File: src/hw/ccrb_defs.vh
// Constants for the charger control register bank.
// Assumes an 8-bit register map reached over an I2C target at one address.
`ifndef CCRB_DEFS_VH
`define CCRB_DEFS_VH
// ==========================================================
// Bus address and register offsets
`define CCRB_I2C_ADDR 7'h03
`define CCRB_OFS_R0 8'h00
`define CCRB_OFS_R1 8'h01
`define CCRB_OFS_R2 8'h02
`define CCRB_OFS_R3 8'h03
`define CCRB_OFS_R4 8'h04
`define CCRB_OFS_R5 8'h05
`define CCRB_OFS_R6 8'h06
`define CCRB_OFS_R7 8'h07
`define CCRB_OFS_R8 8'h08
`define CCRB_OFS_R9 8'h09
// ==========================================================
// Reset values
`define CCRB_RST_R0 8'h9f
`define CCRB_RST_R1 8'hac
`define CCRB_RST_R2 8'h0f
`define CCRB_RST_R3 8'h91
`define CCRB_RST_R4 8'ha3
`define CCRB_RST_R5 8'h7a
`define CCRB_RST_R6 8'hc0
`define CCRB_RST_R7 8'h37
// Bits reset by watchdog expiry as well as software reset
`define CCRB_WDM_R0 8'h00
`define CCRB_WDM_R1 8'hff
`define CCRB_WDM_R2 8'h7f
`define CCRB_WDM_R3 8'hff
`define CCRB_WDM_R4 8'hff
`define CCRB_WDM_R5 8'h1f
`define CCRB_WDM_R6 8'hdf
`define CCRB_WDM_R7 8'hf0
// ==========================================================
// Field positions
`define CCRB_BIT_SWRST 7
`define CCRB_BIT_KICK 6
`define CCRB_BIT_OFFTIME 5
`define CCRB_BIT_BYPASS_OFF 4
`define CCRB_BIT_CHG_DIS_N 3
`define CCRB_BIT_WD_DIS 7
`define CCRB_BIT_TERM_EN 4
`define CCRB_BIT_TMR_EN 3
`define CCRB_BIT_KEEP_CUR 0
`define CCRB_BIT_HALF_RATE 6
`define CCRB_BIT_SW_DIS 5
`define CCRB_ICC_MAX 6'h38
// ==========================================================
// Timing: seconds and cycles at 50 MHz
`define CCRB_CLK_HZ 50000000
`define CCRB_WD_UNIT_S 40
`define CCRB_SEC_CYC (`CCRB_CLK_HZ)
`define CCRB_OFF_SHORT_S 2
`define CCRB_OFF_LONG_S 4
`endif

File: src/hw/ccrb_top.v
// Charger control register bank with I2C target, watchdog and recycle timer.
// Assumes analog loops read the decoded fields and drive status inputs.
`timescale 1ns/1ps
`include "ccrb_defs.vh"

// Behaviour
// RL1: Input current limit 4-bit, 50 mA plus 30 mA/step, reset all-ones.
// RL2: Button deglitch 8 s plus 4 s/step, default 16 s.
// RL3: After recycle, both switches off 2 s or 4 s by off-time bit.
// RL4: Bypass-off bit controls only the bypass switch; 0 keeps it on.
// RL5: Charge-disable bit 0 enables charging; reset value 1 disables.
// RL6: Undervoltage threshold 2.4 V plus 0.09 V/step, default code 100.
// RL7: Software reset restores marked fields; watchdog restores its subset.
// RL8: Host writes kick bit to restart watchdog; device restarts count.
// RL9: Fast charge current 8 mA plus 8 mA/step, clamped at code 56.
// RL10: Discharge limit 200 mA per step, code zero excluded, default 1001.
// RL11: Termination current 1 mA plus 2 mA/step, default 0001.
// RL12: Regulation voltage 3.6 V plus 15 mV/step, default 101000.
// RL13: Precharge threshold bit and recharge offset bit, both default high.
// RL14: Watchdog period 00 off, 40/80/160 s; 00 overrides discharge enable.
// RL15: Termination only when enabled; keep-current bit continues charging.
// RL16: Safety timer enable, limit select, half rate under power path.
// RL17: Battery switch disable turns switch off; shipping delay selectable.
// RL18: Five interrupt masks suppress pulses when set, default zero.
// RL19: Junction regulation threshold 60/80/100/120 C, default 120.
// RL20: System regulation 4.2 V plus 50 mV/step, default 0111.
// RL21: Read-only status: watchdog, charge state, power path, good, thermal.
// RL22: Read-only fault flags; thermistor hot and cold in low bits.
// RL23: Faults latch; thermistor live; latched clears on read once ended.
// RL24: Registers reached over I2C at 7-bit address 03h, bit 0 LSB.
// RL25: Host writes to read-only status and fault bits are ignored.
module ccrb_top (
    // Clock and reset
    input wire i_clk_sys,
    input wire i_rst_b,
    // I2C pins
    input wire i_scl,
    input wire i_sda,
    output reg o_sda_oe,
    // Live status from charger
    input wire [1:0] i_charge_state,
    input wire i_power_path_active,
    input wire i_input_good,
    input wire i_thermal_reg,
    input wire i_discharging,
    // Fault conditions from charger
    input wire i_input_fault,
    input wire i_thermal_shutdown,
    input wire i_battery_ov,
    input wire i_safety_timer_fault,
    input wire i_ntc_hot,
    input wire i_ntc_cold,
    // Power recycle request from button logic
    input wire i_recycle_req,
    // Configuration outputs
    output reg [3:0] o_input_current_limit,
    output reg [1:0] o_button_deglitch_time,
    output reg o_bypass_on,
    output reg o_charge_enable,
    output reg [2:0] o_battery_undervoltage_threshold,
    output reg [5:0] o_fast_charge_current,
    output reg [3:0] o_discharge_current_limit,
    output reg [3:0] o_termination_current,
    output reg [5:0] o_battery_regulation_voltage,
    output reg o_precharge_threshold_high,
    output reg o_recharge_offset,
    output reg o_termination_enable,
    output reg o_post_termination_keep_current,
    output reg o_safety_timer_enable,
    output reg [1:0] o_safety_timer_limit,
    output reg o_safety_timer_half_rate,
    output reg o_battery_switch_on,
    output reg [1:0] o_shipping_entry_delay,
    output reg [4:0] o_irq_mask,
    output reg [1:0] o_junction_regulation_threshold,
    output reg [3:0] o_system_regulation_voltage,
    output reg o_recycle_active
);
    localparam [3:0] ST_IDLE = 4'h1;
    localparam [3:0] ST_ADDR = 4'h2;
    localparam [3:0] ST_WRITE = 4'h4;
    localparam [3:0] ST_READ = 4'h8;
    parameter [31:0] SEC_CYC = `CCRB_SEC_CYC;

    // ======================================================
    // Pin synchronisers
    reg [1:0] scl_s_q;
    reg [1:0] sda_s_q;
    reg scl_q;
    reg sda_q;
    always @(posedge i_clk_sys) begin
        scl_s_q <= {scl_s_q[0], i_scl};
        sda_s_q <= {sda_s_q[0], i_sda};
        scl_q <= scl_s_q[1];
        sda_q <= sda_s_q[1];
    end
    wire scl_rise = scl_s_q[1] & ~scl_q;
    wire scl_fall = ~scl_s_q[1] & scl_q;
    wire i2c_start = scl_s_q[1] & scl_q & sda_q & ~sda_s_q[1];
    wire i2c_stop = scl_s_q[1] & scl_q & ~sda_q & sda_s_q[1];

    // ======================================================
    // Register storage
    reg [7:0] r0_q, r1_q, r2_q, r3_q, r4_q, r5_q, r6_q, r7_q;
    reg [1:0] ship_q;
    reg [3:0] flt_q;
    reg wd_flag_q;
    reg [7:0] ptr_q;

    // Read-back mux; fault register shows latched and live thermistor
    reg [7:0] rd_data;
    always @* begin
        rd_data = 8'h00;
        if (ptr_q == `CCRB_OFS_R0) begin
            rd_data = r0_q;
        end else if (ptr_q == `CCRB_OFS_R1) begin
            rd_data = r1_q;
        end else if (ptr_q == `CCRB_OFS_R2) begin
            rd_data = {1'b0, 1'b0, r2_q[5:0]};
        end else if (ptr_q == `CCRB_OFS_R3) begin
            rd_data = r3_q;
        end else if (ptr_q == `CCRB_OFS_R4) begin
            rd_data = r4_q;
        end else if (ptr_q == `CCRB_OFS_R5) begin
            rd_data = r5_q;
        end else if (ptr_q == `CCRB_OFS_R6) begin
            rd_data = r6_q;
        end else if (ptr_q == `CCRB_OFS_R7) begin
            rd_data = r7_q;
        end else if (ptr_q == `CCRB_OFS_R8) begin
            rd_data = {wd_flag_q, 2'b00, i_charge_state, // RL21
                i_power_path_active, i_input_good, i_thermal_reg};
        end else if (ptr_q == `CCRB_OFS_R9) begin
            rd_data = {ship_q, flt_q, i_ntc_hot, i_ntc_cold}; // RL22 RL23
        end
    end

    // ======================================================
    // I2C target state machine
    reg [3:0] st_q;
    reg [3:0] bit_q;
    reg [7:0] sh_q;
    reg ack_q;
    reg first_q;
    reg wr_stb_q;
    reg rd_done_q;
    always @(posedge i_clk_sys) begin
        wr_stb_q <= 1'b0;
        rd_done_q <= 1'b0;
        if (!i_rst_b) begin
            st_q <= ST_IDLE;
            bit_q <= 4'h0;
            sh_q <= 8'h00;
            ack_q <= 1'b0;
            first_q <= 1'b0;
            ptr_q <= 8'h00;
            o_sda_oe <= 1'b0;
        end else if (i2c_start) begin
            st_q <= ST_ADDR;
            bit_q <= 4'h0;
            ack_q <= 1'b0;
            o_sda_oe <= 1'b0;
        end else if (i2c_stop) begin
            st_q <= ST_IDLE;
            o_sda_oe <= 1'b0;
        end else if (scl_rise && !ack_q) begin
            sh_q <= {sh_q[6:0], sda_q};
            bit_q <= bit_q + 4'h1;
        end else if (scl_fall) begin
            case (st_q)
                ST_ADDR: begin
                    if (ack_q) begin
                        ack_q <= 1'b0;
                        bit_q <= 4'h0;
                        o_sda_oe <= 1'b0;
                        st_q <= sh_q[0] ? ST_READ : ST_WRITE;
                        first_q <= 1'b1;
                        if (sh_q[0]) begin
                            sh_q <= rd_data;
                            o_sda_oe <= ~rd_data[7];
                        end
                    end else if (bit_q == 4'h8) begin
                        if (sh_q[7:1] == `CCRB_I2C_ADDR) begin // RL24
                            ack_q <= 1'b1;
                            o_sda_oe <= 1'b1;
                        end else begin
                            st_q <= ST_IDLE;
                        end
                    end
                end
                ST_WRITE: begin
                    if (ack_q) begin
                        ack_q <= 1'b0;
                        bit_q <= 4'h0;
                        o_sda_oe <= 1'b0;
                    end else if (bit_q == 4'h8) begin
                        ack_q <= 1'b1;
                        o_sda_oe <= 1'b1;
                        if (first_q) begin
                            ptr_q <= sh_q;
                            first_q <= 1'b0;
                        end else begin
                            wr_stb_q <= 1'b1;
                        end
                    end
                end
                ST_READ: begin
                    if (ack_q) begin
                        ack_q <= 1'b0;
                        bit_q <= 4'h0;
                        if (sda_q) begin
                            st_q <= ST_IDLE;
                            o_sda_oe <= 1'b0;
                        end else begin
                            sh_q <= rd_data;
                            o_sda_oe <= ~rd_data[7];
                        end
                    end else if (bit_q == 4'h8) begin
                        ack_q <= 1'b1;
                        o_sda_oe <= 1'b0;
                        rd_done_q <= 1'b1;
                        ptr_q <= ptr_q + 8'h01;
                    end else begin
                        o_sda_oe <= ~sh_q[7]; // Rise moved next bit up
                    end
                end
                default: begin
                    o_sda_oe <= 1'b0;
                end
            endcase
        end else if (scl_rise && ack_q) begin
            bit_q <= bit_q;
        end
    end
    // Strobe, offset and value of the last written data byte
    wire wr_hit = wr_stb_q;
    wire [7:0] wr_ofs = ptr_q;
    wire [7:0] wd = sh_q;

    // ======================================================
    // Watchdog period and counter
    wire [1:0] wd_sel = r5_q[6:5];
    wire wd_run = (wd_sel != 2'b00) // RL14
        && (!i_discharging || r5_q[`CCRB_BIT_WD_DIS]);
    wire kick = wr_hit && (wr_ofs == `CCRB_OFS_R2) && wd[`CCRB_BIT_KICK];
    wire swrst = wr_hit && (wr_ofs == `CCRB_OFS_R2) && wd[`CCRB_BIT_SWRST];
    reg [31:0] div_q;
    reg sec_tick_q;
    reg [7:0] wd_cnt_q;
    reg wd_exp_q;
    wire [7:0] wd_lim = (wd_sel == 2'b01) ? 8'd40 :
        (wd_sel == 2'b10) ? 8'd80 : 8'd160;
    always @(posedge i_clk_sys) begin
        if (!i_rst_b) begin
            div_q <= 32'h0;
            sec_tick_q <= 1'b0;
        end else begin
            sec_tick_q <= (div_q == SEC_CYC - 32'h1);
            div_q <= (div_q == SEC_CYC - 32'h1) ? 32'h0 : div_q + 32'h1;
        end
    end
    always @(posedge i_clk_sys) begin
        wd_exp_q <= 1'b0;
        if (!i_rst_b || kick || swrst || !wd_run) begin // RL8
            wd_cnt_q <= 8'h00;
        end else if (sec_tick_q) begin
            if (wd_cnt_q + 8'h01 >= wd_lim) begin
                wd_cnt_q <= 8'h00;
                wd_exp_q <= 1'b1;
            end else begin
                wd_cnt_q <= wd_cnt_q + 8'h01;
            end
        end
    end

    // ======================================================
    // Writable registers: software reset, watchdog subset, host write
    always @(posedge i_clk_sys) begin
        if (!i_rst_b || swrst) begin // RL7
            r0_q <= `CCRB_RST_R0;
            r1_q <= `CCRB_RST_R1; // RL1 RL2 RL6
            r2_q <= `CCRB_RST_R2;
            r3_q <= `CCRB_RST_R3;
            r4_q <= `CCRB_RST_R4;
            r5_q <= `CCRB_RST_R5;
            r6_q <= `CCRB_RST_R6;
            r7_q <= `CCRB_RST_R7;
            ship_q <= 2'b00;
        end else if (wd_exp_q) begin // RL7
            r1_q <= (r1_q & ~`CCRB_WDM_R1) | (`CCRB_RST_R1 & `CCRB_WDM_R1);
            r2_q <= (r2_q & ~`CCRB_WDM_R2) | (`CCRB_RST_R2 & `CCRB_WDM_R2);
            r3_q <= (r3_q & ~`CCRB_WDM_R3) | (`CCRB_RST_R3 & `CCRB_WDM_R3);
            r4_q <= (r4_q & ~`CCRB_WDM_R4) | (`CCRB_RST_R4 & `CCRB_WDM_R4);
            r5_q <= (r5_q & ~`CCRB_WDM_R5) | (`CCRB_RST_R5 & `CCRB_WDM_R5);
            r6_q <= (r6_q & ~`CCRB_WDM_R6) | (`CCRB_RST_R6 & `CCRB_WDM_R6);
            r7_q <= (r7_q & ~`CCRB_WDM_R7) | (`CCRB_RST_R7 & `CCRB_WDM_R7);
        end else if (wr_hit) begin
            if (wr_ofs == `CCRB_OFS_R0) begin
                r0_q <= wd;
            end else if (wr_ofs == `CCRB_OFS_R1) begin
                r1_q <= wd;
            end else if (wr_ofs == `CCRB_OFS_R2) begin
                r2_q <= {2'b00, wd[5:0]}; // Kick and reset self-clear
            end else if (wr_ofs == `CCRB_OFS_R3) begin
                r3_q <= wd;
            end else if (wr_ofs == `CCRB_OFS_R4) begin
                r4_q <= wd;
            end else if (wr_ofs == `CCRB_OFS_R5) begin
                r5_q <= wd;
            end else if (wr_ofs == `CCRB_OFS_R6) begin
                r6_q <= wd;
            end else if (wr_ofs == `CCRB_OFS_R7) begin
                r7_q <= wd;
            end else if (wr_ofs == `CCRB_OFS_R9) begin
                ship_q <= wd[7:6]; // RL25
            end
        end
    end

    // ======================================================
    // Fault latches: set wins over clear-on-read
    wire [3:0] flt_now = {i_input_fault, i_thermal_shutdown,
        i_battery_ov, i_safety_timer_fault};
    wire rd9 = rd_done_q && (ptr_q == `CCRB_OFS_R9 + 8'h01);
    wire rd8 = rd_done_q && (ptr_q == `CCRB_OFS_R8 + 8'h01);
    always @(posedge i_clk_sys) begin
        if (!i_rst_b) begin
            flt_q <= 4'h0;
            wd_flag_q <= 1'b0;
        end else begin
            flt_q <= flt_now | (rd9 ? 4'h0 : flt_q); // RL23
            wd_flag_q <= wd_exp_q | (wd_flag_q & ~rd8);
        end
    end

    // ======================================================
    // Power recycle off-time, counted from the request in whole seconds
    reg [2:0] off_cnt_q;
    reg [31:0] off_div_q;
    always @(posedge i_clk_sys) begin
        if (!i_rst_b) begin
            off_cnt_q <= 3'h0;
            off_div_q <= 32'h0;
            o_recycle_active <= 1'b0;
        end else if (i_recycle_req || wd_exp_q) begin
            off_cnt_q <= r1_q[`CCRB_BIT_OFFTIME] ? // RL3
                3'd`CCRB_OFF_LONG_S : 3'd`CCRB_OFF_SHORT_S;
            off_div_q <= 32'h0;
            o_recycle_active <= 1'b1;
        end else if (o_recycle_active) begin
            if (off_div_q == SEC_CYC - 32'h1) begin
                off_div_q <= 32'h0;
                off_cnt_q <= off_cnt_q - 3'h1;
                o_recycle_active <= (off_cnt_q != 3'h1);
            end else begin
                off_div_q <= off_div_q + 32'h1;
            end
        end
    end

    // ======================================================
    // Decoded configuration outputs
    always @(posedge i_clk_sys) begin
        o_input_current_limit <= r0_q[3:0]; // RL1
        o_button_deglitch_time <= r1_q[7:6]; // RL2
        o_bypass_on <= ~r1_q[`CCRB_BIT_BYPASS_OFF] // RL4
            & ~o_recycle_active;
        o_charge_enable <= ~r1_q[`CCRB_BIT_CHG_DIS_N]; // RL5
        o_battery_undervoltage_threshold <= r1_q[2:0]; // RL6
        o_fast_charge_current <= (r2_q[5:0] > `CCRB_ICC_MAX) ?
            `CCRB_ICC_MAX : r2_q[5:0]; // RL9
        o_discharge_current_limit <= (r3_q[7:4] == 4'h0) ?
            4'h1 : r3_q[7:4]; // RL10
        o_termination_current <= r3_q[3:0]; // RL11
        o_battery_regulation_voltage <= r4_q[7:2]; // RL12
        o_precharge_threshold_high <= r4_q[1]; // RL13
        o_recharge_offset <= r4_q[0]; // RL13
        o_termination_enable <= r5_q[`CCRB_BIT_TERM_EN]; // RL15
        o_post_termination_keep_current <= r5_q[`CCRB_BIT_KEEP_CUR]; // RL15
        o_safety_timer_enable <= r5_q[`CCRB_BIT_TMR_EN]; // RL16
        o_safety_timer_limit <= r5_q[2:1]; // RL16
        o_safety_timer_half_rate <= r6_q[`CCRB_BIT_HALF_RATE] // RL16
            & i_power_path_active;
        o_battery_switch_on <= ~r6_q[`CCRB_BIT_SW_DIS] // RL17
            & ~o_recycle_active;
        o_shipping_entry_delay <= ship_q; // RL17
        o_irq_mask <= r6_q[4:0]; // RL18
        o_junction_regulation_threshold <= r7_q[5:4]; // RL19
        o_system_regulation_voltage <= r7_q[3:0]; // RL20
    end
endmodule

File: config.mk
export PLATFORM = sky130hd
export DESIGN_NAME = ccrb_top
export DESIGN_NICKNAME = d
export VERILOG_FILES = /design/src/hw/ccrb_top.v
export VERILOG_INCLUDE_DIRS = /design/src /design/src/hw
export SDC_FILE = /design/constraint.sdc
export NUM_CORES = 1
export LEC_CHECK = 0
export ABC_AREA = 1
export CAP_MARGIN = 30
export CORE_ASPECT_RATIO = 0.6
export CORE_MARGIN = 10
export CORE_UTILIZATION = 25
export DETAILED_ROUTE_END_ITERATION = 10
export DONT_BUFFER_PORTS = 1
export PLACE_DENSITY = 0.46
export SYNTH_ARGS = -nofsm -noshare
export SYNTH_HDL_FRONTEND = slang
export SYNTH_SLANG_ARGS = --single-unit
File: constraint.sdc
create_clock -name i_clk_sys -period 2.3 [get_ports i_clk_sys]
set_input_delay 0.46 -clock i_clk_sys [delete_from_list [all_inputs] [get_ports i_clk_sys]]
set_output_delay 0.46 -clock i_clk_sys [all_outputs]
set_load 0.1 [all_outputs]
==> results of run 1 <==
-- logic make-up after synthesis --
kind of cell,after synthesis,share of synthesized area [%]
compound gates,286,17.0
xor+xnor,23,2.01
fa+ha+maj,20,2.49
buf+inv,204,7.74
flops,235,46.9
simple gates,505,23.9
-- cells in the final DEF, fill, tap and decap left out, types with 4 or more instances in the layout --
master,n
dfxtp_1,221
nand2_1,180
inv_1,153
buf_4,148
nor2_1,118
a21oi_1,107
o21ai_0,55
nand3_1,43
o211ai_1,35
nor3_1,29
nand4_1,23
clkbuf_16,23
nor2_4,19
nand2_2,19
xor2_1,16
o21ai_1,15
inv_2,15
nor2_2,13
nand3_2,13
nor4_1,13
a211oi_1,12
ha_1,12
a221oi_1,11
a31oi_1,8
o21a_1,8
ha_4,8
nor3_4,7
dfxtp_2,7
dfxtp_4,7
nor3_2,5
a21oi_2,5
xnor2_1,5
clkbuf_1,5
o22ai_1,4
o31ai_1,4
o21ai_2,4
nor3b_1,4
or2_2,4
clkbuf_8,4
buf_6,4
-- final cells by class --
type / count / area, µm²
well taps: 522 / 653
repair buffers: 155 / 1200
multi-input cells: 834 / 4980
clock inverters: 9 / 133
fillers: 4189 / 26400
flip-flops and latches: 235 / 4740
inverters: 173 / 654
clock buffers: 32 / 649
-- power groups by stage --
stage / registers (µW) / clock network, µW / logic (µW)
floorplan: 4250 / 0 / 140
global placement: 4230 / 0 / 281
detailed placement: 4230 / 0 / 282
CTS: 4130 / 4110 / 286
global route: 4130 / 4280 / 320
finish: 4130 / 3990 / 293
-- final timing paths --
path                                           from                        to  slack [ps]  cells after the start
worst max-delay path                    wd_cnt_q[1]               wd_cnt_q[1]           9                     14
worst min-delay path            i_power_path_active  o_safety_timer_half_rate          30                      2
worst max register to register          wd_cnt_q[1]               wd_cnt_q[1]           9                     14
worst min register to register           scl_s_q[0]                scl_s_q[1]         330                      0
-- critical path, stage by stage (launching register included) --
cell	delay (ps)
dfxtp_4	380
ha_4	160
nand3_4	80
nor2_4	120
nand2_2	60
xnor2_2	150
ha_1	300
nand4_1	130
o221a_2	290
o21ai_4	80
nor2_4	60
buf_6	120
a22o_1	170
nand2_1	50
inv_1	40
-- what timing repair did --
item | 4_1_cts | 5_1_grt
pin swaps | 3 | 37
hold endpoints to repair | 2 | 0
buffers inserted | 0 | 22
hold buffers | 2 | 0
setup endpoints to repair | 12 | 37
resized for setup | 17 | 117
cloned | 0 | 1
-- routing by layer --
| layer | vias up | share of wire [%] | track usage [%] | wire length, µm |
|---|---|---|---|---|
| met5 | - | 0 | 0 | 0 |
| met4 | 0 | 1.1 | 1.83 | 348 |
| met3 | 27 | 6.1 | 2.65 | 1900 |
| met2 | 221 | 37 | 15.9 | 11500 |
| met1 | 4128 | 56 | 19.5 | 17300 |
| li1 | 4579 | - | - | - |
-- metrics by stage --
step	hold WS, ps	cell area (µm²)	total power, µW	setup TNS (ps)
final	30.8	13000	8410	0
after global placement	319	11600	4510	-295
after floorplan	310	10000	4390	0
after CTS	14.8	12400	8530	-1.26
after global routing	23.0	13000	8730	-293
after detailed placement	321	11600	4510	-494
-- registers in the layout, summed over array words and instances, names as in the netlist, 5 cells and up --
register / flops
r2_q: 6
ptr_q: 8
o_battery_regulation_voltage: 6
r4_q: 8
r1_q: 8
off_div_q: 32
o_irq_mask: 5
r6_q: 8
sh_q: 8
o_fast_charge_current: 6
wd_cnt_q: 8
div_q: 32
r7_q: 8
r0_q: 8
r5_q: 8
r3_q: 8
==> metrics, run 1 <==
num rows 56; CTS tree built; RSZ-0062 raised after global routing yes; post-layout util 33.0%; root buf cell clkbuf_16; worst path arrival time 2730 ps; area share of the largest cell type after synthesis 46.9%; final setup violation count 0; Setup Skew 25.8 ps; Achievable Freq 0.436 GHz; initial antenna violation count 1; core region area 39400 µm²; grt total ovfl 0; Worst slew margin 49.3%; Die W 279 µm; Avg Vias per Cell 4.57; Final Hold Fails 0; final worst path period need 2290 ps; EDFF count, synth 0; final worst path period share 99.6%; die height 175 µm; placed insts 1894; ant diodes 0; final worst slack 9.02 ps; wire per inst 15.9 µm; Netlist cell types 50; drt first pass iters 5; die area 48800 µm²; Worst-path clk slew 70 ps; Power Internal 6500 µW; DRT antenna net count 0; starting density of the core 25.5%; Worst Setup Start Kind register; Post-synth top cells 235 x dfxtp_1, 192 x nand2_1, 157 x inv_1, 129 x nor2_1, 112 x a21oi_1; clk sinks 235; switching part of the total 22.7%; cell area after synthesis 10000 µm²; VDD IR max 0.641 mV; layout cell share with drive strength beyond 1 23.3%; IO Port Bufs 0; Final Slew Violations 0; non-filler instance count after layout 1960; WS Path Type reg2reg; top-count cell post-synth dfxtp_1; worst hold path type in2reg; post-synthesis sequential area ratio 46.9%; Sequential Power Share 49.1%; DPL Wire Length 23500 µm; vias in the first global route 8271; leading area contributor after synthesis dfxtp_1; Layout Nets 1459; Leak 0.00519 µW; clk buf depth 3; Comb pwr share 3.5%; synthesized flop and latch total 235; cts bufs inserted 23; H-tree levels 1; Place WS -232 ps; largest net degree at the start of global routing 35; Vias 8955; Mapped Cells 1273; GR Util All Layers 12.1%; IO Pins 72; status completed; Clock Latency Late Sink 540 ps; Least-Margin Pin Slew 755 ps; 1st-iter DRT viols 751; DRC violations left 0; Pwr Density 647 nW/µm²; Worst EP required 2740 ps; Syn Nets 1310; first-pass GRT wire length 48100 µm; Clock Power Share 47.4%; gpl congestion 0.869; Area growth syn-to-layout 29.5%; Worst setup EP type register; Post-synth top flop dfxtp_1; final WL 31100 µm; Max-Cap Viols 0; crit-path max FO 3; Async SR Flop Fraction 0%; net switching power of the design 1910 µW; synth top area cells dfxtp_1 47%, nand2_1 7.2%, inv_1 5.9%; Syn. warnings 0; syn avg cell area 7.88 µm²
No activity file was read; power rests on OpenSTA's default activity.
==> run 2: changes to the inputs <==
--- a/config.mk
+++ b/config.mk
@@ -13,7 +13,7 @@
 export CORE_UTILIZATION = 25
 export DETAILED_ROUTE_END_ITERATION = 10
 export DONT_BUFFER_PORTS = 1
-export PLACE_DENSITY = 0.46
+export PLACE_DENSITY = 0.44
 export SYNTH_ARGS = -nofsm -noshare
 export SYNTH_HDL_FRONTEND = slang
 export SYNTH_SLANG_ARGS = --single-unit
==> constraint.sdc (replaced) <==
create_clock -name i_clk_sys -period 2.85 [get_ports i_clk_sys]
set_input_delay 0.57 -clock i_clk_sys [delete_from_list [all_inputs] [get_ports i_clk_sys]]
set_output_delay 0.57 -clock i_clk_sys [all_outputs]
set_load 0.1 [all_outputs]
==> run 2 against run 1 <==
  * Combinational power down 33%
  * Highest routed layer is now met5
  * Die area unchanged
  * Routed wire length shrank 2.1%
  * First-iteration DRC count rose by 0.67%
  * Non-clock buffer count fell by 123
  * Flip-flop and latch count stayed put
  * Largest cell class is now flip-flops and latches
  * Critical path depth is 1 lower
  * Sequential share of layout area increased by 4.1 points
  * Sequential power fell by 19%
  * Critical path type unchanged
  * Clock-buffer cell count up 4
  * Power down 20%
  * Critical endpoint is now sh_q[2]
==> metrics, run 2 (synthesized netlist as in run 1, its figures left out) <==
root buf cell clkbuf_16; Leak 0.00447 µW; CTS tree built; final setup violation count 0; fill cell count 4323; clk sinks 235; GR Util All Layers 12.2%; DR top layer met5; gpl congestion 0.866; crit-path max FO 5; ant diodes 0; cells on worst reg2reg path 13; reg-to-reg endpoint sh_q[2]; Setup Skew 13.9 ps; DPL Wire Length 23200 µm; Vias 8510; cts bufs inserted 24; Final Slew Violations 0; Power Internal 5190 µW; most frequent cells in the layout 235 x dfxtp_1, 192 x nand2_1, 157 x inv_1; wire per inst 16.6 µm; core region area 39400 µm²; Worst EP required 3310 ps; die area 48800 µm²; FF-to-FF setup slack 220 ps; Final Hold Fails 0; largest net degree at the start of global routing 38; switching part of the total 23.0%; Least-Margin Pin Slew 971 ps; Clock Latency Late Sink 540 ps; grt total ovfl 0; first-pass GRT wire length 47800 µm; met1 WL 17100 µm; Area growth syn-to-layout 15.5%; initial antenna violation count 1; WS Path Type reg2reg; net switching power of the design 1550 µW; status completed; final worst path period share 92.4%; layout cell share with drive strength beyond 1 10.3%; Clock Power Share 47.4%; H-tree levels 1; clk buf depth 3; routed length on met2 11000 µm; Worst slew margin 35.2%; final worst path period need 2630 ps; final WL 30500 µm; IO Pins 72; DRT antenna net count 0; Worst Hold Endpoint scl_s_q[0]; hold path depth 0; Max-Cap Viols 0; Sequential Power Share 49.7%; Worst Setup Start Kind register; starting density of the core 25.5%; VDD IR max 0.297 mV; Layout Nets 1337; Die W 279 µm; DRC violations left 0; Largest regs div_q: 32 flops, off_div_q: 32 flops; Avg Vias per Cell 4.63; Reg-to-Reg Start ptr_q[1]; Comb pwr share 2.9%; Achievable Freq 0.380 GHz; Hold Path Origin i_scl; worst path arrival time 3100 ps; drt first pass iters 7; num rows 56; vias in the first global route 8106; commonest non-fill, non-tap cell in the layout dfxtp_1; die height 175 µm; worst hold path type in2reg; met3 WL 1980 µm; Pwr Density 582 nW/µm²; Worst setup EP type register; Fin Setup TNS 0 ps; IO Port Bufs 0; 1st-iter DRT viols 756; Design Power 6740 µW; Worst-path clk slew 60 ps; RSZ-0062 raised after global routing no
## run 2: cell count changes in the layout (fill, tap and decap cells not counted), moves of 10 or more
cell and change:
buf_4 -116, dfxtp_1 +14, o21ai_0 +14, nand2_1 +12, nand3_1 +12, nor2_4 -12
nand2_2 -10, nor2_1 +10
## run 2: cell type report
cell class | count | area [µm²] | area share (%)
inverter | 173 | 649 | 5.60
timing repair buffer | 32 | 240 | 2.07
tap | 522 | 653 | 5.64
clock inverter | 6 | 66.3 | 0.572
clock buffer | 36 | 717 | 6.19
sequential | 235 | 4700 | 40.6
multi-input combinational | 834 | 4560 | 39.3
## run 2: through the flow
stage	utilization, %	cells	instance area [µm²]	setup slack (ps)	hold slack [ps]
finish	29.4	1838	11600	216	62.5
floorplan	-	1273	10000	214	310
detailed placement	27.4	1796	10800	270	318
CTS	29.4	1838	11600	237	34.3
global placement	27.4	1796	10800	281	316
global route	29.4	1838	11600	9.44	34.1
## run 2: critical path, stage by stage, from the launching register on
cell	delay, ps
dfxtp_1	400
ha_1	270
nand3_1	150
nor2_4	210
nand2_1	220
inv_1	150
nand2_1	60
nand4_1	90
nor2_1	60
o21ai_1	190
o21ai_0	170
o21ai_0	320
o211ai_1	140
a21oi_1	150
## run 2: worst max path at each step
stage	startpoint	end	slack (ps)	cells after the start
5_1_grt	wd_cnt_q[0]	wd_cnt_q[4]	9	13
4_1_cts	wd_cnt_q[0]	wd_cnt_q[2]	240	14
6_report	ptr_q[1]	sh_q[2]	220	13
2_1_floorplan	o_recycle_active	off_div_q[28]	210	14
3_3_place_gp	ptr_q[1]	sh_q[2]	280	13
3_5_place_dp	wd_cnt_q[0]	wd_cnt_q[2]	270	14
## run 2: what timing repair did
action / 4_1_cts / 5_1_grt
endpoints found under the hold margin: 0 / 0
resized for setup: 0 / 1
setup endpoints to repair: 0 / 3
hold buffers: 0 / 0
buffers inserted: 0 / 0
## run 2: power groups by stage
stage	Clock, µW	Sequential (µW)	Combinational, µW
2_1_floorplan	0	3430	113
3_3_place_gp	0	3430	195
3_5_place_dp	0	3430	197
4_1_cts	3290	3350	197
5_1_grt	3430	3350	216
6_report	3200	3350	196
## run 2: layer usage
| layer | global-route usage, % | up-vias |
|---|---|---|
| met4 | 1.78 | 2 |
| met1 | 19.4 | 3933 |
| li1 | - | 4344 |
| met3 | 2.89 | 32 |
| met2 | 15.9 | 199 |
| met5 | 0 | - |
